## config.mk

```make
export PLATFORM = sky130hd
export DESIGN_NAME = mpas_top
export DESIGN_NICKNAME = d
export VERILOG_FILES = /design/src/logic/mpas_pkg.sv /design/src/logic/mpas_top.sv
export SDC_FILE = /design/constraint.sdc
export NUM_CORES = 2
export LEC_CHECK = 0
export BUFFER_PORTS_ARGS = -buffer_cell sky130_fd_sc_hd__buf_2
export CORE_ASPECT_RATIO = 1.75
export CORE_MARGIN = 1
export CORE_UTILIZATION = 65
export CTS_CLUSTER_DIAMETER = 100
export DETAILED_ROUTE_END_ITERATION = 8
export GPL_ROUTABILITY_DRIVEN = 0
export PLACE_DENSITY = 0.88
export SLEW_MARGIN = 15
export SYNTH_ARGS = -nofsm -noshare
export SYNTH_HDL_FRONTEND = slang
export SYNTH_SLANG_ARGS = --single-unit
```

## constraint.sdc

```tcl
create_clock -name core_clk -period 39.8 [get_ports core_clk]
set_clock_uncertainty 0.2 [all_clocks]
set_input_delay 0 -clock core_clk [delete_from_list [all_inputs] [get_ports core_clk]]
set_output_delay 0 -clock core_clk [all_outputs]
set_load 0.005 [all_outputs]
```

## src/logic/mpas_pkg.sv

```systemverilog
// Constants for the motor PWM and converter synchronisation block
package mpas_pkg;
    // Register byte offsets
    localparam logic [7:0] REG_CTRL = 8'h00;
    localparam logic [7:0] REG_MODULO = 8'h04;
    localparam logic [7:0] REG_TRIG_CMP = 8'h08;
    localparam logic [7:0] REG_DEAD_NS = 8'h0c;
    localparam logic [7:0] REG_DUTY0 = 8'h10;
    localparam logic [7:0] REG_ENC_MOD = 8'h1c;
    localparam logic [7:0] REG_STATUS = 8'h20;
    localparam logic [7:0] REG_POSITION = 8'h24;
    localparam logic [7:0] REG_REVOL = 8'h28;
    localparam logic [7:0] REG_CONV0 = 8'h2c;
    localparam logic [7:0] REG_CONV1 = 8'h30;
    // Control field positions
    localparam int CTRL_PWM_EN = 0;
    localparam int CTRL_PAIRED = 1;
    localparam int CTRL_ENC_DIR = 2;
    localparam int CTRL_SLOW_IE = 3;
    localparam int CTRL_FAST_IE = 4;
    localparam int CTRL_RATIO_LO = 8;
    // Reset values
    localparam logic [31:0] CTRL_RST = 32'h0000_011b;
    localparam logic [15:0] MODULO_RST = 16'h07d0;
    localparam logic [15:0] TRIG_RST = 16'h0000;
    localparam logic [15:0] DEAD_RST = 16'h01f4;
    localparam logic [15:0] ENC_MOD_RST = 16'h0fff;
    // Timing
    localparam int CLK_HZ = 20_000_000;
    localparam int CLK_PERIOD_NS = 50;
    localparam int SLOW_PRESC = 16;
    localparam int SLOW_LOOP_HZ = 1000;
    localparam int SLOW_CMP_DEF = CLK_HZ / (SLOW_PRESC * SLOW_LOOP_HZ);
    localparam int CHAIN_LEN = 2;
    localparam int CONV_BITS = 12;
    // Answers
    localparam logic [1:0] RESP_OKAY = 2'b00;
    localparam logic [1:0] RESP_SLVERR = 2'b10;
    typedef enum logic [1:0] {
        SQ_IDLE = 2'b00,
        SQ_FIRST = 2'b01,
        SQ_SECOND = 2'b10
    } mpas_seq_t;
endpackage

```

## src/logic/mpas_top.sv

```systemverilog
// Three-phase PWM with converter trigger sequencing, encoder and slow timer
`timescale 1ns/100ps
// What this block does
// - Master reload fires only on every Nth reload opportunity, N = ratio.
// - Follower counters advance on the master's counting tick.
// - Followers reload to start value on each master reload.
// - After reload, trigger when master counter equals trigger compare value.
// - Converter trigger is delayed by half the dead time.
// - Six outputs: top and bottom for three phases.
// - Fault input disables all six outputs while active.
// - Outputs return at first reload opportunity after fault input goes low.
// - Counter runs from minus half modulo to half modulo minus one.
// - Dead time separates complementary top and bottom outputs.
// - Dead time set in nanoseconds, converted to clock counts.
// - Crossbar routes PWM trigger to sequencer trigger input 0.
// - Each converter runs a two-long chain, second started back to back.
// - Paired mode starts both converters from the same PWM trigger.
// - Fast-loop interrupt only after all started conversions complete.
// - 12-bit results; converters start only on sequencer triggers.
// - Encoder counts modulo; revolutions up on roll-over, down on roll-under.
// - Encoder counting direction is selectable.
// - Slow timer counts 0 to clock/(16*1000 Hz) compare value.
// - Slow timer raises enabled interrupt at each reload.
module mpas_top import mpas_pkg::*; #(
    parameter int SLOW_CMP = SLOW_CMP_DEF,
    parameter int PWM_PRESC = 1
) (
    // Clock and reset
    input wire logic core_clk,
    input wire logic rst,
    // AXI4-Lite slave
    input wire logic [7:0] s_axi_awaddr,
    input wire logic s_axi_awvalid,
    output logic s_axi_awready,
    input wire logic [31:0] s_axi_wdata,
    input wire logic [3:0] s_axi_wstrb,
    input wire logic s_axi_wvalid,
    output logic s_axi_wready,
    output logic [1:0] s_axi_bresp,
    output logic s_axi_bvalid,
    input wire logic s_axi_bready,
    input wire logic [7:0] s_axi_araddr,
    input wire logic s_axi_arvalid,
    output logic s_axi_arready,
    output logic [31:0] s_axi_rdata,
    output logic [1:0] s_axi_rresp,
    output logic s_axi_rvalid,
    input wire logic s_axi_rready,
    // Gate drive and fault
    output logic [2:0] pwm_top,
    output logic [2:0] pwm_bot,
    input wire logic fault_in,
    // Converters
    output logic [1:0] conv_start,
    output logic [1:0] conv_sel,
    input wire logic [1:0] conv_done,
    input wire logic [2*CONV_BITS-1:0] conv_data,
    // Encoder
    input wire logic enc_a,
    input wire logic enc_b,
    // Loop events
    output logic pwm_trigger_output,
    output logic fast_loop_irq,
    output logic slow_loop_irq
);
    if (SLOW_CMP < 1 || SLOW_CMP > 65535 || PWM_PRESC < 1
        || PWM_PRESC > 255) begin : g_bad_param
        $error("mpas_top: parameter out of range");
    end

    // Registers
    logic [31:0] ctrl_q;
    logic [15:0] modulo_q, trig_cmp_q, dead_ns_q, enc_mod_q;
    logic [15:0] duty_q [3];
    logic [15:0] position_q, revol_q;
    logic [CONV_BITS-1:0] result_q [2][CHAIN_LEN];
    logic fault_q;

    // AXI write path
    logic wr_go, wr_ok, rd_go;
    assign wr_go = s_axi_awvalid & s_axi_wvalid & ~s_axi_bvalid;
    assign s_axi_awready = wr_go;
    assign s_axi_wready = wr_go;
    assign s_axi_arready = ~s_axi_rvalid;
    assign rd_go = s_axi_arvalid & ~s_axi_rvalid;

    function automatic logic [31:0] merge(input logic [31:0] old,
        input logic [31:0] nw, input logic [3:0] strb);
        logic [31:0] r;
        r = old;
        for (int i = 0; i < 4; i++) begin
            if (strb[i]) begin
                r[8*i +: 8] = nw[8*i +: 8];
            end
        end
        return r;
    endfunction

    always_comb begin
        wr_ok = 1'b1;
        if (s_axi_awaddr[7:2] > REG_ENC_MOD[7:2]
            || s_axi_awaddr[1:0] != 2'b00) begin
            wr_ok = 1'b0;
        end
    end

    always_ff @(posedge core_clk or posedge rst) begin
        if (rst) begin
            ctrl_q <= CTRL_RST;
            modulo_q <= MODULO_RST;
            trig_cmp_q <= TRIG_RST;
            dead_ns_q <= DEAD_RST;
            enc_mod_q <= ENC_MOD_RST;
            duty_q <= '{default: 16'h0000};
        end else if (wr_go) begin
            if (s_axi_awaddr == REG_CTRL) begin
                ctrl_q <= merge(ctrl_q, s_axi_wdata, s_axi_wstrb);
            end else if (s_axi_awaddr == REG_MODULO) begin
                modulo_q <= 16'(merge({16'h0, modulo_q}, s_axi_wdata,
                    s_axi_wstrb));
            end else if (s_axi_awaddr == REG_TRIG_CMP) begin
                trig_cmp_q <= 16'(merge({16'h0, trig_cmp_q}, s_axi_wdata,
                    s_axi_wstrb));
            end else if (s_axi_awaddr == REG_DEAD_NS) begin
                dead_ns_q <= 16'(merge({16'h0, dead_ns_q}, s_axi_wdata,
                    s_axi_wstrb));
            end else if (s_axi_awaddr == REG_ENC_MOD) begin
                enc_mod_q <= 16'(merge({16'h0, enc_mod_q}, s_axi_wdata,
                    s_axi_wstrb));
            end else if (s_axi_awaddr[7:4] == REG_DUTY0[7:4]
                && s_axi_awaddr[3:2] != 2'b11) begin
                duty_q[s_axi_awaddr[3:2]] <= 16'(merge({16'h0,
                    duty_q[s_axi_awaddr[3:2]]}, s_axi_wdata,
                    s_axi_wstrb));
            end
        end
    end

    always_ff @(posedge core_clk or posedge rst) begin
        if (rst) begin
            s_axi_bvalid <= 1'b0;
            s_axi_bresp <= RESP_OKAY;
        end else if (wr_go) begin
            s_axi_bvalid <= 1'b1;
            s_axi_bresp <= wr_ok ? RESP_OKAY : RESP_SLVERR;
        end else if (s_axi_bready) begin
            s_axi_bvalid <= 1'b0;
        end
    end

    // AXI read path
    always_ff @(posedge core_clk or posedge rst) begin
        if (rst) begin
            s_axi_rvalid <= 1'b0;
            s_axi_rdata <= 32'h0;
            s_axi_rresp <= RESP_OKAY;
        end else if (rd_go) begin
            s_axi_rvalid <= 1'b1;
            s_axi_rresp <= RESP_OKAY;
            if (s_axi_araddr == REG_CTRL) begin
                s_axi_rdata <= ctrl_q;
            end else if (s_axi_araddr == REG_MODULO) begin
                s_axi_rdata <= {16'h0, modulo_q};
            end else if (s_axi_araddr == REG_TRIG_CMP) begin
                s_axi_rdata <= {16'h0, trig_cmp_q};
            end else if (s_axi_araddr == REG_DEAD_NS) begin
                s_axi_rdata <= {16'h0, dead_ns_q};
            end else if (s_axi_araddr == REG_ENC_MOD) begin
                s_axi_rdata <= {16'h0, enc_mod_q};
            end else if (s_axi_araddr[7:4] == REG_DUTY0[7:4]
                && s_axi_araddr[3:2] != 2'b11) begin
                s_axi_rdata <= {16'h0, duty_q[s_axi_araddr[3:2]]};
            end else if (s_axi_araddr == REG_STATUS) begin
                s_axi_rdata <= {31'h0, fault_q};
            end else if (s_axi_araddr == REG_POSITION) begin
                s_axi_rdata <= {16'h0, position_q};
            end else if (s_axi_araddr == REG_REVOL) begin
                s_axi_rdata <= {16'h0, revol_q};
            end else if (s_axi_araddr == REG_CONV0) begin
                s_axi_rdata <= {4'h0, result_q[0][1], 4'h0,
                    result_q[0][0]};
            end else if (s_axi_araddr == REG_CONV1) begin
                s_axi_rdata <= {4'h0, result_q[1][1], 4'h0,
                    result_q[1][0]};
            end else begin
                s_axi_rdata <= 32'h0;
                s_axi_rresp <= RESP_SLVERR;
            end
        end else if (s_axi_rready) begin
            s_axi_rvalid <= 1'b0;
        end
    end

    // Input synchronisers
    logic [1:0] fault_s, enca_s, encb_s, done0_s, done1_s;
    always_ff @(posedge core_clk or posedge rst) begin
        if (rst) begin
            fault_s <= 2'b00;
            enca_s <= 2'b00;
            encb_s <= 2'b00;
            done0_s <= 2'b00;
            done1_s <= 2'b00;
        end else begin
            fault_s <= {fault_s[0], fault_in};
            enca_s <= {enca_s[0], enc_a};
            encb_s <= {encb_s[0], enc_b};
            done0_s <= {done0_s[0], conv_done[0]};
            done1_s <= {done1_s[0], conv_done[1]};
        end
    end

    // Master counting tick, shared by followers
    logic [7:0] presc_q;
    logic tick;
    assign tick = ctrl_q[CTRL_PWM_EN] && presc_q == 8'(PWM_PRESC - 1);
    always_ff @(posedge core_clk or posedge rst) begin
        if (rst) begin
            presc_q <= 8'h00;
        end else if (!ctrl_q[CTRL_PWM_EN] || tick) begin
            presc_q <= 8'h00;
        end else begin
            presc_q <= presc_q + 8'h01;
        end
    end

    // Counter limits
    logic signed [15:0] init_val, end_val;
    assign init_val = -$signed({1'b0, modulo_q[15:1]});
    assign end_val = $signed({1'b0, modulo_q[15:1]}) - 16'sd1;

    // Master counter and reload divider
    logic signed [15:0] cnt_q [3];
    logic [3:0] opp_q, ratio;
    logic opportunity, master_reload;
    assign ratio = ctrl_q[CTRL_RATIO_LO +: 4];
    assign opportunity = tick && cnt_q[0] == end_val;
    assign master_reload = opportunity
        && (ratio <= 4'h1 || opp_q == ratio - 4'h1);
    always_ff @(posedge core_clk or posedge rst) begin
        if (rst) begin
            opp_q <= 4'h0;
        end else if (master_reload) begin
            opp_q <= 4'h0;
        end else if (opportunity) begin
            opp_q <= opp_q + 4'h1;
        end
    end

    // Dead time in clock counts, rounded up
    logic [15:0] dt_cyc, half_dt;
    assign dt_cyc = 16'((17'(dead_ns_q) + 17'(CLK_PERIOD_NS - 1))
        / 17'(CLK_PERIOD_NS));
    assign half_dt = {1'b0, dt_cyc[15:1]};

    // Three submodules: counter, compare, dead time
    logic [2:0] raw, phase_q, dt_busy;
    logic [15:0] dt_q [3];
    for (genvar i = 0; i < 3; i++) begin : g_sub
        always_ff @(posedge core_clk or posedge rst) begin
            if (rst) begin
                cnt_q[i] <= 16'sh0;
            end else if (!ctrl_q[CTRL_PWM_EN]) begin
                cnt_q[i] <= init_val;
            end else if (i != 0 && master_reload) begin
                cnt_q[i] <= init_val;
            end else if (tick) begin
                if (cnt_q[i] >= end_val) begin
                    cnt_q[i] <= init_val;
                end else begin
                    cnt_q[i] <= cnt_q[i] + 16'sd1;
                end
            end
        end
        assign raw[i] = cnt_q[i] >= -$signed({1'b0, duty_q[i][15:1]})
            && cnt_q[i] < $signed({1'b0, duty_q[i][15:1]});
        assign dt_busy[i] = dt_q[i] != 16'h0;
        always_ff @(posedge core_clk or posedge rst) begin
            if (rst) begin
                phase_q[i] <= 1'b0;
                dt_q[i] <= 16'h0;
            end else if (raw[i] != phase_q[i]) begin
                phase_q[i] <= raw[i];
                dt_q[i] <= dt_cyc;
            end else if (dt_busy[i]) begin
                dt_q[i] <= dt_q[i] - 16'h1;
            end
        end
        always_ff @(posedge core_clk or posedge rst) begin
            if (rst) begin
                pwm_top[i] <= 1'b0;
                pwm_bot[i] <= 1'b0;
            end else begin
                pwm_top[i] <= ctrl_q[CTRL_PWM_EN] && !fault_q
                    && !fault_s[1] && !dt_busy[i] && phase_q[i];
                pwm_bot[i] <= ctrl_q[CTRL_PWM_EN] && !fault_q
                    && !fault_s[1] && !dt_busy[i] && !phase_q[i];
            end
        end
    end

    // Fault latch, cleared by reload opportunity once the input is low
    always_ff @(posedge core_clk or posedge rst) begin
        if (rst) begin
            fault_q <= 1'b0;
        end else if (fault_s[1]) begin
            fault_q <= 1'b1;
        end else if (opportunity) begin
            fault_q <= 1'b0;
        end
    end

    // Compare trigger with half dead-time delay
    logic armed_q, pend_q;
    logic [15:0] tdly_q;
    always_ff @(posedge core_clk or posedge rst) begin
        if (rst) begin
            armed_q <= 1'b0;
            pend_q <= 1'b0;
            tdly_q <= 16'h0;
            pwm_trigger_output <= 1'b0;
        end else begin
            pwm_trigger_output <= 1'b0;
            if (master_reload) begin
                armed_q <= 1'b1;
            end else if (armed_q && tick
                && cnt_q[0] == $signed(trig_cmp_q)) begin
                armed_q <= 1'b0;
                pend_q <= 1'b1;
                tdly_q <= half_dt;
            end
            if (pend_q) begin
                if (tdly_q == 16'h0) begin
                    pend_q <= 1'b0;
                    pwm_trigger_output <= 1'b1;
                end else begin
                    tdly_q <= tdly_q - 16'h1;
                end
            end
        end
    end

    // Crossbar to sequencer input 0
    logic seq_trig;
    assign seq_trig = pwm_trigger_output;

    // Converter trigger sequencer, one chain per converter
    logic [1:0] done_s, done_d1, done_edge, chain_end, engaged;
    assign done_s = {done1_s[1], done0_s[1]};
    assign done_edge = done_s & ~done_d1;
    assign engaged = {ctrl_q[CTRL_PAIRED], 1'b1};
    mpas_seq_t seq_q [2];
    logic [1:0] cmpl_q;
    for (genvar c = 0; c < 2; c++) begin : g_seq
        assign chain_end[c] = seq_q[c] == SQ_SECOND && done_edge[c];
        always_ff @(posedge core_clk or posedge rst) begin
            if (rst) begin
                seq_q[c] <= SQ_IDLE;
                conv_start[c] <= 1'b0;
                conv_sel[c] <= 1'b0;
                done_d1[c] <= 1'b0;
                result_q[c] <= '{default: '0};
            end else begin
                done_d1[c] <= done_s[c];
                conv_start[c] <= 1'b0;
                case (seq_q[c])
                    SQ_IDLE: begin
                        if (seq_trig && engaged[c]) begin
                            seq_q[c] <= SQ_FIRST;
                            conv_start[c] <= 1'b1;
                            conv_sel[c] <= 1'b0;
                        end
                    end
                    SQ_FIRST: begin
                        if (done_edge[c]) begin
                            result_q[c][0] <= conv_data[c*CONV_BITS
                                +: CONV_BITS];
                            seq_q[c] <= SQ_SECOND;
                            conv_start[c] <= 1'b1;
                            conv_sel[c] <= 1'b1;
                        end
                    end
                    SQ_SECOND: begin
                        if (done_edge[c]) begin
                            result_q[c][1] <= conv_data[c*CONV_BITS
                                +: CONV_BITS];
                            seq_q[c] <= SQ_IDLE;
                        end
                    end
                    default: seq_q[c] <= SQ_IDLE;
                endcase
            end
        end
    end

    // Fast-loop event once every engaged chain has finished
    always_ff @(posedge core_clk or posedge rst) begin
        if (rst) begin
            cmpl_q <= 2'b00;
            fast_loop_irq <= 1'b0;
        end else begin
            fast_loop_irq <= 1'b0;
            if (seq_trig) begin
                cmpl_q <= 2'b00;
            end else if (((cmpl_q | chain_end) & engaged) == engaged
                && (cmpl_q | chain_end) != cmpl_q) begin
                cmpl_q <= 2'b00;
                fast_loop_irq <= ctrl_q[CTRL_FAST_IE];
            end else begin
                cmpl_q <= cmpl_q | chain_end;
            end
        end
    end

    // Quadrature decoder
    logic a_p, b_p, step_up, step_dn, fwd, rev;
    assign step_up = (enca_s[1] ^ b_p) & ~(encb_s[1] ^ a_p);
    assign step_dn = (encb_s[1] ^ a_p) & ~(enca_s[1] ^ b_p);
    assign fwd = ctrl_q[CTRL_ENC_DIR] ? step_dn : step_up;
    assign rev = ctrl_q[CTRL_ENC_DIR] ? step_up : step_dn;
    always_ff @(posedge core_clk or posedge rst) begin
        if (rst) begin
            a_p <= 1'b0;
            b_p <= 1'b0;
            position_q <= 16'h0;
            revol_q <= 16'h0;
        end else begin
            a_p <= enca_s[1];
            b_p <= encb_s[1];
            if (fwd) begin
                if (position_q >= enc_mod_q) begin
                    position_q <= 16'h0;
                    revol_q <= revol_q + 16'h1;
                end else begin
                    position_q <= position_q + 16'h1;
                end
            end else if (rev) begin
                if (position_q == 16'h0) begin
                    position_q <= enc_mod_q;
                    revol_q <= revol_q - 16'h1;
                end else begin
                    position_q <= position_q - 16'h1;
                end
            end
        end
    end

    // Slow-loop timer on a divide-by-16 tick
    logic [3:0] sdiv_q;
    logic [15:0] scnt_q;
    always_ff @(posedge core_clk or posedge rst) begin
        if (rst) begin
            sdiv_q <= 4'h0;
            scnt_q <= 16'h0;
            slow_loop_irq <= 1'b0;
        end else begin
            sdiv_q <= sdiv_q + 4'h1;
            slow_loop_irq <= 1'b0;
            if (sdiv_q == 4'(SLOW_PRESC - 1)) begin
                if (scnt_q == 16'(SLOW_CMP)) begin
                    scnt_q <= 16'h0;
                    slow_loop_irq <= ctrl_q[CTRL_SLOW_IE];
                end else begin
                    scnt_q <= scnt_q + 16'h1;
                end
            end
        end
    end
endmodule

```

==> flow_metrics.tcl, run 1 <==
set metrics [dict create \
    overflow 7 \
    hpwl_mm 68.3 \
    fp-row-count 102 \
    cts.repair.resized 0 \
    dieHeight_um 283 \
    initial_utilization_pct 66.1 \
    yosys.area.top_type "dfrtp_1" \
    error_line "[ERROR GRT-0232] Routing congestion too high. Check the congestion heatmap in the GUI." \
    seq_area_frac_synth_pct 38.0 \
    h-tree-depth 2 \
    synth_area_mm2 0.0293 \
    synth.avg_cell_area_um2 9.05 \
    clockBufferDepth 3 \
    synth_ff_type "dfrtp_1" \
    ios 142 \
    grt_antenna_before_repair 39 \
    io_buffers 139 \
    root_buffer "clkbuf_16" \
    cts-buffers-inserted 41 \
    die_w_um 162 \
    grt_use_total_pct 67.4 \
    synth_cell_types 113 \
    yosysMostFrequentCell "dfrtp_1" \
    yosys-top-cells-area "dfrtp_1 (35%), ha_1 (8.2%), mux2_2 (4.5%)" \
    syn_inst 3235 \
    numClockSinks 443 \
    synth.yosys.warnings 0 \
    grt_max_degree 176 \
    lastStage "5_1_grt" \
    synth_commonest_cells "dfrtp_1 (414), nand2_1 (307), o21ai_0 (259)" \
    synth_edf_count 0 \
    async_reset_ff_share_pct 100 \
    yosysTopAreaCellShare_pct 35.4 \
    outcome "aborted with a tool error" \
    synth_seq_cells 443 \
]
## kinds of logic after synthesis
group	after synthesis	synth area share (%)
adder cells (fa/ha/maj)	197	8.42
other	1	0.0128
flip-flops	443	38.0
AND/OR/NAND/NOR	1083	18.3
AO/OA/AOI/OAI	843	19.0
XOR/XNOR	186	5.64
multiplexers	176	6.53
buffers and inverters	306	4.11
## what timing repair did
action,4_1_cts
buffers inserted,0
hold endpoints to repair,330
hold buffers,105
## metal layers
layer  GRT overflow  track usage (%)
met1              0             63.2
met2              3             85.9
met3              0             54.0
met4              4             66.7
met5              0             31.9
## through the flow
| stage | area (µm²) | setup WS (ps) | hold slack, ps | util, % | std cells |
|---|---|---|---|---|---|
| floorplan | 29300 | 27300 | -169 | - | 3236 |
| global placement | 30400 | 31510 | -92.1 | 68.6 | 3831 |
| detailed placement | 30400 | 30920 | -89.7 | 68.6 | 3831 |
| CTS | 32800 | 30880 | 2.14 | 74.1 | 4011 |
==> inputs of run 2 (changes only) <==
--- a/config.mk
+++ b/config.mk
@@ -6,13 +6,11 @@
 export NUM_CORES = 2
 export LEC_CHECK = 0
 export BUFFER_PORTS_ARGS = -buffer_cell sky130_fd_sc_hd__buf_2
-export CORE_ASPECT_RATIO = 1.75
 export CORE_MARGIN = 1
-export CORE_UTILIZATION = 65
-export CTS_CLUSTER_DIAMETER = 100
+export CORE_UTILIZATION = 40
 export DETAILED_ROUTE_END_ITERATION = 8
 export GPL_ROUTABILITY_DRIVEN = 0
-export PLACE_DENSITY = 0.88
+export PLACE_DENSITY_LB_ADDON = 0.15
 export SLEW_MARGIN = 15
 export SYNTH_ARGS = -nofsm -noshare
 export SYNTH_HDL_FRONTEND = slang
==> run 2 against run 1 <==
Net effect: the flow now finishes without violations; synthesized cell count is the same; synthesized area unchanged.
==> flow_metrics.tcl, run 2 <==
set metrics [dict create \
    finalPower_mw 1.55 \
    synth_cell_types 113 \
    wl_mm 94.3 \
    internal_power_mw 1.00 \
    yosysTopAreaCellShare_pct 35.4 \
    synth.avg_cell_area_um2 9.05 \
    die_w_um 273 \
    dr.pass1.iters 9 \
    worstPathArrival_ps 9460 \
    hpwl_mm 68.9 \
    path_max_fanout 13 \
    root_buffer "clkbuf_16" \
    p_leak_nw 15.5 \
    area_growth_syn_to_layout_pct 16.7 \
    dieHeight_um 273 \
    drt_iter0_markers 2421 \
    grt_antenna_before_repair 1 \
    rsz0062_at_grt "false" \
    period_needed_ps 9180 \
    ir_drop_mv 0.0381 \
    crit_required_ps 40070 \
    clkTransAtPathRegs_ps 60 \
    via_per_inst 5.88 \
    cts.repair.resized 0 \
    ios 142 \
    relSlewSlack_pct 25.4 \
    outcome "complete, no violations" \
    final_common_cell "dfrtp_1" \
    multi_input_area_mm2 0.0170 \
    max_freq_mhz 109 \
    swShare_pct 35.2 \
    crit_type "flop to flop" \
    place_inst 4213 \
    final_cell_mix "dfrtp_1 (414), nand2_1 (307), o21ai_0 (259)" \
    syn_inst 3235 \
    cts_setup_buffers 0 \
    synth.yosys.warnings 0 \
    synth_ff_type "dfrtp_1" \
    fin_cells 4458 \
    cp-end-kind "flop" \
    synth_commonest_cells "dfrtp_1 (414), nand2_1 (307), o21ai_0 (259)" \
    vias 26200 \
    synth_edf_count 0 \
    worst_pin_slew_ps 1110 \
    powerDensity_mw_per_mm2 45.2 \
    n_antenna_cell 0 \
    clk_latency_ps 660 \
    yosysMostFrequentCell "dfrtp_1" \
    io_buffers 139 \
    ant_nets 0 \
    drv_slew 0 \
    nFillCells 6758 \
    cp-start-kind "flop" \
    clkPwrFrac_pct 32.9 \
    async_reset_ff_share_pct 100 \
    grt_use_total_pct 25.1 \
    combPwrFrac_pct 30.7 \
    hp-class "primary input to flop" \
    worstRegToRegCells 25 \
    yosys.area.top_type "dfrtp_1" \
    synth_seq_cells 443 \
    critPathLaunch "dead_ns_q[2]" \
    grt_pass1_wl_mm 148 \
    core_area_mm2 0.0720 \
    num-nets-final 3747 \
    cts-buffers-inserted 53 \
    synth_area_mm2 0.0293 \
    drive_above_1_share_pct 13.3 \
    numClockSinks 443 \
    tns_ps 0 \
    h-tree-depth 2 \
    min-delay-start "s_axi_awaddr[2]" \
    overflow 0 \
    yosys-top-cells-area "dfrtp_1 (35%), ha_1 (8.2%), mux2_2 (4.5%)" \
    drv_cap 0 \
    clockBufferDepth 3 \
    remaining_drc_errors 0 \
    setup_viol 0 \
    hold_viol 0 \
    holdPathStages 5 \
    grt_pass1_vias 25300 \
    seq_area_frac_synth_pct 38.0 \
    reg2reg_from "dead_ns_q[2]" \
    power_frac_seq_pct 36.4 \
    cts_tree "yes" \
    p_sw_uw 544 \
    seq_area_mm2 0.0111 \
    initial_utilization_pct 40.7 \
    fp-row-count 98 \
    dieArea_mm2 0.0743 \
    post-route-period-util_pct 23.1 \
    grt_max_degree 158 \
    routedWlPerCell_um 21.2 \
]
-- run 2: cell counts after synthesis --
Identical to the previous run, type by type.
-- run 2: repair_timing --
| item | in CTS | in global routing |
|---|---|---|
| hold buffers | 147 | 0 |
| endpoints found under the setup margin | 0 | 0 |
| endpoints found under the hold margin | 360 | 0 |
-- run 2: cell families (layout without fill, tap and decap cells) --
logic type	count (synthesis)	count (layout)	synth area share (%)
muxes	176	176	6.53
buffers and inverters	306	578	4.11
xor gates and xnor gates	186	186	5.64
other	1	2	0.0128
AOI/OAI and AO/OA	843	843	19.0
and+or+nand+nor	1083	1083	18.3
adders and majority gates	197	197	8.42
DFF	443	443	38.0
-- run 2: stage by stage --
stage          setup slack [ps]  hold WS (ps)  util [%]  instance area [µm²]
2_1_floorplan             27300          -169         -                29300
3_3_place_gp              31370         -92.1      42.9                30900
3_5_place_dp              30960         -90.3      42.9                30900
4_1_cts                   30910          3.19      47.5                34200
5_1_grt                   30050          94.6      47.5                34200
6_report                  30620          51.8      47.5                34200
-- run 2: worst paths after layout --
| kind | endpoint | slack [ps] |
|---|---|---|
| hold / removal | duty_q[32] | 50 |
| setup reg to reg | dt_q[32] | 30620 |
| setup / recovery | dt_q[32] | 30620 |
| hold reg to reg | done0_s[1] | 150 |
| min in group asynchronous | dt_q[12] | 520 |
| max in group asynchronous | result_q[12] | 36610 |
-- run 2: per-layer routing --
layer / share of wire, % / global-route usage, %
met5: 0 / 0
met4: 3.6 / 8.97
met3: 6.5 / 3.38
met2: 46 / 40.3
met1: 44 / 34.7
-- run 2: cell type report --
cell class,instances,area share [%]
inverter,161,1.79
multi-input combinational,2487,49.8
clock inverter,22,0.901
clock buffer,76,4.40
sequential,443,32.6
tap,950,3.48
timing repair buffer,319,7.11
-- run 2: power groups by stage --
stage | registers [mW] | logic (mW) | clock network [mW]
finish | 0.562 | 0.475 | 0.509
global route | 0.567 | 0.534 | 0.535
CTS | 0.561 | 0.473 | 0.516
detailed placement | 0.568 | 0.459 | 0
global placement | 0.567 | 0.447 | 0
floorplan | 0.537 | 0.357 | 0
-- run 2: worst max-delay path, stage by stage (launching register included) --
cell and delay, ps:
dfstp_2 680, and4_1 320, nor3_1 130, nor4_1 730
nor2_1 170, o21ai_2 350, a221oi_1 170, o31a_1 460
a21oi_2 570, nor2_1 200, o311ai_0 640, nand2_1 260
nor2_1 220, and4_4 270, or3_1 250, and3_4 260
a21o_1 400, nor2_1 180, a2111oi_2 610, o31ai_1 170
xor2_1 420, and2_1 260, a2111oi_0 90, or3_4 430
a2111oi_4 390, o31ai_1 130
No activity file was read; power rests on OpenSTA's default activity.
